[src/hw/grra_pkg.sv]
// Notes on behaviour
// RULE1: at 1 Gb/s each reference cycle carries a new byte, passed straight through.
// RULE2: at 100 Mb/s bytes hold 10 cycles, at 10 Mb/s 100; one item each.
// RULE3: core data is captured only on cycles where the rate enable is high.
// RULE4: MAC mode detects a delimiter split over two bytes and realigns nibbles.
// RULE5: client MAC samples receive data on the reference clock, qualified by rate enable.
// RULE6: PHY mode reduced speed sends low nibble then high nibble on data bits 3:0.
// RULE7: PHY mode nibble steps advance on the nibble enable, not the rate enable.
// RULE8: rate enable runs at 125, 12.5 or 1.25 MHz for the three speeds.
// RULE9: forwarded clock phases run at 125 MHz, or 25/2.5 MHz in reduced-speed PHY mode.
// RULE10: a per-channel forwarded clock is derived from the rise and fall phases.
// RULE11: rise and fall phases feed a double-data-rate output register off chip.
// RULE12: PHY mode sends received data out toward the external PHY.
// RULE13: PHY mode MII transmit takes 4-bit data and assembles bytes on nibble enable; at 1 Gb/s the code passes 8-bit data through each cycle.
// RULE14: rate enable is a one-cycle pulse every 1, 10 or 100 cycles; count restarts on reset.
// RULE15: at reduced speed nibble enable pulses twice per rate period, evenly spaced; at 1 Gb/s it stays high.
package grra_pkg;
  localparam logic [1:0] SPEED_1G = 2'h2;
  localparam logic [1:0] SPEED_100M = 2'h1;
  localparam logic [1:0] SPEED_10M = 2'h0;
  localparam int REF_CLOCK_HZ = 125000000;
  localparam int DIV_100M = 10;
  localparam int DIV_10M = 100;
  localparam logic [7:0] SFD_BYTE = 8'hd5;
  localparam logic [7:0] PREAMBLE_BYTE = 8'h55;
  localparam logic [3:0] SFD_HIGH_NIBBLE = 4'hd;
  localparam logic [3:0] PREAMBLE_NIBBLE = 4'h5;
  localparam logic [6:0] COUNT_RESET = 7'h00;
  typedef enum logic [1:0] {
    GRRA_IDLE = 2'b00,
    GRRA_ALIGNED = 2'b01,
    GRRA_SHIFTED = 2'b10
  } grra_align_t;
endpackage

[src/hw/grra_rx_rate_adapt.sv]
`timescale 1ns/1ps
module grra_rx_rate_adapt
  import grra_pkg::*;
(
  input wire logic core_clk,
  input wire logic sys_rst,
  input wire logic [1:0] speed,
  input wire logic phyMode,
  input wire logic [7:0] coreRxd,
  input wire logic coreRxDv,
  input wire logic coreRxEr,
  input wire logic [7:0] miiTxd,
  input wire logic miiTxEn,
  input wire logic miiTxEr,
  output logic [7:0] gmiiRxdOut,
  output logic gmiiRxDvOut,
  output logic gmiiRxErOut,
  output logic rateClkEn,
  output logic nibbleClkEn,
  output logic fwdClkRise,
  output logic fwdClkFall,
  output logic [7:0] coreTxd,
  output logic coreTxEn,
  output logic coreTxEr
);
  typedef struct packed {
    logic [6:0] cnt;
    logic rateEn;
    logic nibEn;
    logic rise;
    logic fall;
    grra_align_t align;
    logic [3:0] lastHigh;
    logic [7:0] rxd;
    logic dv;
    logic er;
    logic [7:0] held;
    logic heldDv;
    logic heldEr;
    logic nibHigh;
    logic [3:0] txLow;
    logic txHalf;
    logic [7:0] txd;
    logic txEn;
    logic txEr;
  } grra_state_t;

  grra_state_t st;
  grra_state_t next_st;

  function automatic logic [6:0] divOf(input logic [1:0] spd);
    case (spd)
      SPEED_1G: divOf = 7'd1;
      SPEED_100M: divOf = 7'(DIV_100M);
      default: divOf = 7'(DIV_10M);
    endcase
  endfunction

  // wraps the period count onto one forwarded clock period
  function automatic logic [6:0] wrapIdx(input logic [6:0] count, input logic [6:0] half);
    if (count >= half) begin
      wrapIdx = count - half;
    end else begin
      wrapIdx = count;
    end
  endfunction

  // level of one half cycle of the forwarded clock, high in the first half period
  function automatic logic fwdLevel(input logic [6:0] idx, input logic late,
      input logic [6:0] half);
    logic [7:0] halfStep;
    halfStep = {idx, late};
    fwdLevel = (halfStep < {1'b0, half});
  endfunction

  // one nibble of a byte on the low data bits
  function automatic logic [7:0] nibbleOut(input logic [7:0] data, input logic upper);
    if (upper) begin
      nibbleOut = {4'h0, data[7:4]};
    end else begin
      nibbleOut = {4'h0, data[3:0]};
    end
  endfunction

  // delimiter high nibble arriving in the low half of a byte
  function automatic logic skewedSfd(input logic [7:0] data, input logic prevDv);
    skewedSfd = prevDv && data[3:0] == SFD_HIGH_NIBBLE && data[7:4] != PREAMBLE_NIBBLE;
  endfunction

  logic [6:0] div;
  logic [6:0] halfDiv;
  logic [6:0] phIdx;
  logic reduced;
  logic endPeriod;

  always_comb begin
    div = divOf(speed);
    halfDiv = div >> 1;
    phIdx = wrapIdx(st.cnt, halfDiv);
    reduced = (speed != SPEED_1G);
    endPeriod = (st.cnt >= div - 7'd1);
    next_st = st;
    // rate enable divider, one pulse per period
    next_st.cnt = endPeriod ? COUNT_RESET : st.cnt + 7'd1; // RULE14
    next_st.rateEn = endPeriod; // RULE8 RULE14
    // nibble enable: at start and middle of each period
    next_st.nibEn = !reduced || endPeriod || (st.cnt == halfDiv - 7'd1); // RULE15
    // forwarded clock phases: full rate, or one clock period per half rate period
    if (!reduced || !phyMode) begin
      next_st.rise = 1'b1; // RULE9
      next_st.fall = 1'b0;
    end else begin
      next_st.rise = fwdLevel(phIdx, 1'b0, halfDiv); // RULE9 RULE10 RULE11
      next_st.fall = fwdLevel(phIdx, 1'b1, halfDiv); // RULE9 RULE10 RULE11
    end
    // receive capture on rate enable
    if (st.rateEn) begin // RULE3 RULE2 RULE1
      next_st.dv = coreRxDv;
      next_st.er = coreRxEr;
      next_st.rxd = coreRxd;
      next_st.held = coreRxd;
      next_st.heldDv = coreRxDv;
      next_st.heldEr = coreRxEr;
      next_st.nibHigh = 1'b0;
      if (!phyMode) begin
        // delimiter realignment for nibble-skewed frames
        next_st.lastHigh = coreRxd[7:4];
        case (st.align)
          GRRA_IDLE: begin
            if (coreRxDv && coreRxd == SFD_BYTE) begin
              next_st.align = GRRA_ALIGNED;
            end else if (coreRxDv && skewedSfd(coreRxd, st.dv)) begin
              // split delimiter: join its low half kept from the byte before
              next_st.align = GRRA_SHIFTED; // RULE4
              next_st.rxd = {coreRxd[3:0], st.lastHigh}; // RULE4
            end
          end
          GRRA_SHIFTED: begin
            next_st.rxd = {coreRxd[3:0], st.lastHigh}; // RULE4
            if (!coreRxDv) begin
              next_st.align = GRRA_IDLE;
            end
          end
          GRRA_ALIGNED: begin
            if (!coreRxDv) begin
              next_st.align = GRRA_IDLE;
            end
          end
          default: next_st.align = GRRA_IDLE;
        endcase
      end else begin
        next_st.align = GRRA_IDLE;
        if (reduced) begin
          next_st.rxd = nibbleOut(coreRxd, 1'b0); // RULE6 RULE12
        end
      end
    end else if (phyMode && reduced && st.nibEn && !st.nibHigh) begin
      next_st.rxd = nibbleOut(st.held, 1'b1); // RULE6 RULE7
      next_st.nibHigh = 1'b1;
    end
    // MII transmit byte assembly
    if (phyMode && reduced) begin
      if (st.nibEn) begin // RULE13
        if (!st.txHalf) begin
          next_st.txLow = miiTxd[3:0];
          next_st.txHalf = miiTxEn;
        end else begin
          next_st.txd = {miiTxd[3:0], st.txLow};
          next_st.txEn = miiTxEn;
          next_st.txEr = miiTxEr;
          next_st.txHalf = 1'b0;
        end
      end
    end else begin
      next_st.txd = miiTxd;
      next_st.txEn = miiTxEn;
      next_st.txEr = miiTxEr;
      next_st.txHalf = 1'b0;
    end
  end

  always_ff @(posedge core_clk or posedge sys_rst) begin
    if (sys_rst) begin
      st <= '0;
    end else begin
      st <= next_st;
    end
  end

  assign gmiiRxdOut = st.rxd;
  assign gmiiRxDvOut = st.dv;
  assign gmiiRxErOut = st.er;
  assign rateClkEn = st.rateEn; // RULE5
  assign nibbleClkEn = st.nibEn;
  assign fwdClkRise = st.rise;
  assign fwdClkFall = st.fall;
  assign coreTxd = st.txd;
  assign coreTxEn = st.txEn;
  assign coreTxEr = st.txEr;
endmodule

[config.mk]
export PLATFORM = sky130hd
export DESIGN_NAME = grra_rx_rate_adapt
export DESIGN_NICKNAME = d
export VERILOG_FILES = /design/src/hw/grra_pkg.sv /design/src/hw/grra_rx_rate_adapt.sv
export SDC_FILE = /design/constraint.sdc
export NUM_CORES = 1
export LEC_CHECK = 0
export ABC_AREA = 1
export BUFFER_PORTS_ARGS = -buffer_cell sky130_fd_sc_hd__buf_4
export CORE_AREA = 2 2 110 112
export CTS_BUF_LIST = sky130_fd_sc_hd__clkbuf_16
export DETAILED_ROUTE_END_ITERATION = 12
export DIE_AREA = 0 0 112 114
export SKIP_CTS_REPAIR_TIMING = 1
export SLEW_MARGIN = 10
export SYNTH_ARGS = -nofsm -noshare
export SYNTH_HDL_FRONTEND = slang
export SYNTH_SLANG_ARGS = --single-unit
[constraint.sdc]
create_clock -name core_clk -period 3.3 [get_ports core_clk]
set_clock_uncertainty 0.1 [all_clocks]
set_input_delay 0.66 -clock core_clk [delete_from_list [all_inputs] [get_ports core_clk]]
set_output_delay 0.66 -clock core_clk [all_outputs]
set_load 0.005 [all_outputs]
# --- After elaboration in Yosys (flattened, before gate mapping) ---
# Index checks and enable logic that the tools add are counted.
totals:
  latch_bits: 0
  inputBits: 25
  wordCells: 82
  out_inout_bits: 24
  ff_bits: 51
  ramBits: 0
  memories: 0
  romBits: 0
op_classes:
  mux: 22
  bitwise: 2
  n_eq_ne: 13
  shifts: 0
  reduce_logical: 20
  n_div: 0
  add_sub_neg: 4
  mul: 0
  magnitude_cmp: 4
op_table:
  columns: ["operator", "count"]
  rows:
  - ["8-bit two-way mux", 6]
  - ["11-bit two-way mux", 2]
  - ["8-bit by 6-bit less-than comparator with 1-bit output", 2]
  - ["8-bit one-hot mux with 2 select lines", 1]
  - ["7-bit two-way mux", 2]
  - ["7-bit one-hot mux with 2 select lines", 1]
  - ["10-bit two-way mux", 1]
  - ["2-bit two-way mux", 5]
  - ["8-bit equality test (second input constant)", 1]
  - ["7-bit by 1-bit adder with 7-bit output (second input constant)", 1]
  - ["7-bit equality test", 1]
  - ["7-bit by 6-bit greater-or-equal comparator with 1-bit output", 1]
  - ["7-bit greater-or-equal comparator", 1]
  - ["1-bit logical AND", 7]
  - ["6-bit by 1-bit subtractor with 7-bit output (second input constant)", 1]
  - ["7-bit by 1-bit subtractor with 7-bit output (second input constant)", 1]
  - ["7-bit by 6-bit subtractor with 7-bit output", 1]
  - ["2-bit != test (second input constant)", 3]
  - ["3-bit AND reduction", 2]
  - ["2-bit by 1-bit equality test with 1-bit output (second input constant)", 2]
  - ["2-bit equality test (second input constant)", 2]
  - ["4-bit equality test (second input constant)", 1]
  - ["4-bit by 3-bit != test with 1-bit output (second input constant)", 1]
  - ["4-bit != test (second input constant)", 1]
  - ["other kinds (10)", 18]

# --- Longest topological paths before layout ---
logic_depth:
  ltp_word: 9
  ltp_mapped: 20
  mapped_depth_nobuf: 20

# --- Worst setup path before layout ---
# No wires, ideal clock.
synth_timing:
  kind: "input to register"
  startpoint: "in speed[0]"
  endpoint: "reg st (netlist bit fwdClkRise)"
  slack_ps: 55
  setup_ps: 120
  n_path_buf: 0
  required_ps: 3080
  path_stages: 20
  arrival_ps: 3025
  path_cell_list: "inv_1 > ha_1 > inv_1 > ha_1 > inv_2 > nor2_2 > inv_1 > nor2_2 > nand2_2 > nand2_2 > nor2_4 > nand2_1 > o21ai_0 > ha_1 > inv_1 > or2_2 > nand3_1 > nand3_1 > nand2_1 > nand2_1"
synth_rtl:
  columns: ["item", "line", "text"]
  rows:
  - ["from (decl)", "grra_rx_rate_adapt.sv:7", "input wire logic [1:0] speed,"]
  - ["to (signal assigned)", "grra_rx_rate_adapt.sv:186", "st <= next_st;"]
  - ["to (decl)", "grra_rx_rate_adapt.sv:48", "grra_state_t st;"]

==> reports/metrics.yaml <==
wl_um: 7570
crit_top_cell: "inv_1"
areaGrowthSynthToFinish_pct: 20.2
p_per_area_nw_per_um2: 870
critical_path_class: "primary input to flop"
port_buffers: 48
io_pins: 49
grtUsageTotal: 0.122
die_h_um: 114
fin_area_sq_um: 3820
grt_pass1_vias: 2787
critPathArrivalTime_ps: 3090
grt_max_degree: 48
seq_area_frac_synth: 0.370
drive_above_1_share: 0.218
max-slew-margin-rel: 0.334
ys.flop_type: "dfrtp_1"
syn_area_sq_um: 3180
synth_cell_types: 40
drc: 0
cts_buffers: 5
via_per_inst: 4.63
leakage_nw: 1.97
critical_path.cell_chain: "buf_4, inv_1, ha_1, inv_1, ha_1, nand2_2, nor2_1, nand4_2, inv_1, nor2_4, nand2_1, o21ai_0, ha_1, inv_1, or2_2, nand3_1, nand3_1, nand2_1, nand2_1"
crit_slowest_cell: "ha_1"
antenna_found_initial: 0
dp.cells: 602
gp_congestion: 0.860
final_util: 0.326
synth-edff-count: 0
hold_ws_ps: 374
cp_num_buf_inv: 5
ir_drop_uv: 296
grt_pass1_wl_um: 12800
clk_pin_slew_ps: 70
wl_per_cell_um: 12.4
yosys-top-cells-count: "nand2_1, dfrtp_1, inv_1"
status: "finished clean"
final_hold_viol_count: 0
synth-async-reset-ratio: 1.00
max_freq_ghz: 0.331
syn_area_per_cell_sq_um: 7.65
final-setup-viol-count: 0
start_kind: "primary input"
die_width_um: 112
dr.pass1.iters: 4
crit_required_ps: 3370
cts_tree: "built"
crit_fanout: 5
yosysTopAreaCellShare: 0.370
cts_buffer_depth: 2
die_area_sq_um: 12800
max_stage_delay_ps: 390
fillers: 1279
place_hpwl_um: 5930
core_area_sq_um: 11700
clkSinkCount: 47
synth_most_common_cell: "nand2_1"
htree_levels: 2
layout.cells.non_filler: 610
max-cap-violations: 0
final_antenna_net_count: 0
synth_seq_cells: 47
hold_class: "flop to flop"
worstMarginPinSlew_ps: 998
clock_tree.root_cell: "clkbuf_16"
finalCriticalPeriod_ps: 3020
antenna_cells: 0
path_delay_family: "simple AND/OR/NAND/NOR gates"
placed_area_sq_um: 3670
drtIter0Drc: 152
endpoint_kind: "flop"
yosysWarnings: 0
synth_area_leaders: "dfrtp_1, nand2_1, ha_1"
finalNetCount: 511
period_share: 0.916
grt_setup_unrepaired: "no"
syn_inst: 416
drv_slew: 0
synth_top_area_cell: "dfrtp_1"
num_rows: 40
grt-ovfl-total: 0
clk_latency_ps: 290
start_util: 0.272
dr_total_vias: 2826
[flip-flops by register name, indices dropped and copies added, names as in the netlist]
name	count
fwdClkFall	1
gmiiRxErOut	1
coreTxEn	1
nibbleClkEn	1
gmiiRxDvOut	1
st	23
gmiiRxdOut	8
coreTxEr	1
fwdClkRise	1
coreTxd	8
rateClkEn	1
[kinds of logic after synthesis]
group | after synthesis | share of synthesized area
AOI/OAI and AO/OA | 54 | 0.101
xor gates and xnor gates | 5 | 0.0138
adders and majority gates | 24 | 0.0967
buffers and inverters | 74 | 0.110
DFF | 47 | 0.370
muxes | 5 | 0.0212
other | 1 | 0.00118
and+or+nand+nor | 206 | 0.286
[metrics by stage]
step / TNS (ps) / total power, mW / setup slack [ps]
after floorplan: 0 / 2.32 / 54.9
after global placement: 0 / 2.77 / 8.27
after detailed placement: -83.8 / 2.83 / -46.9
after CTS: 0 / 3.35 / 257
after global routing: 0 / 3.66 / 31.5
final: 0 / 3.33 / 276
[worst paths after layout]
kind / endpoint / start / depth (start not counted) / slack [ps]
min in group asynchronous: coreTxEr / sys_rst / 2 / 510
min: st[25] / st[25] / 2 / 370
min reg2reg: st[25] / st[25] / 2 / 370
max reg2reg: fwdClkRise / st[48] / 16 / 570
max in group asynchronous: st[25] / sys_rst / 2 / 1970
max: fwdClkRise / speed[0] / 19 / 280
[per-layer routing]
layer,vias to the layer above,part of all wire,global-route usage
met1,1320,0.44,0.142
met2,64,0.48,0.214
li1,1421,-,-
met3,21,0.050,0.0319
met5,-,0,0
met4,0,0.028,0.0512
[placed cells by master, fill, tap and decap left out, types with 2 or more instances in the layout]
cell / n
clkinvlp_4: 2
mux2_4: 3
inv_1: 45
nand2_2: 7
nor2_2: 3
clkbuf_16: 5
xor2_1: 4
nand3b_1: 2
nand2_1: 111
buf_4: 60
a31oi_1: 14
conb_1: 2
o22ai_1: 2
nor3b_1: 2
nor2_4: 3
nand3_1: 24
o21ai_2: 2
o21ai_0: 15
nor3_1: 3
dfrtp_1: 47
a21oi_1: 16
ha_1: 22
nand4_1: 5
nor2_1: 40
inv_2: 7
mux2_2: 2
[power breakdown]
| part | internal [mW] | switching [mW] | leakage (nW) |
|---|---|---|---|
| sequential | 0.802 | 0.208 | 0.572 |
| combinational | 0.803 | 1.00 | 1.33 |
| clock | 0.280 | 0.229 | 0.0658 |
| total | 1.88 | 1.44 | 1.97 |
[final cells by class]
cell class                 instances  area, sq um  area share
multi-input combinational        296         1670       0.437
sequential                        47         1180       0.308
inverter                          52          195      0.0510
tap                              147          184      0.0481
clock buffer                       5          125      0.0327
timing repair buffer              60          450       0.118
clock inverter                     3         20.0     0.00524
[worst register-to-register path, delay by kind of cell, from the launching register on]
kind                       cells  cell delay [ps]
DFF                            1              490
and+or+nand+nor                9              890
AOI/OAI and AO/OA              1               90
adders and majority gates      2              700
buffers and inverters          4              350
(Power assumes the default switching activity.)
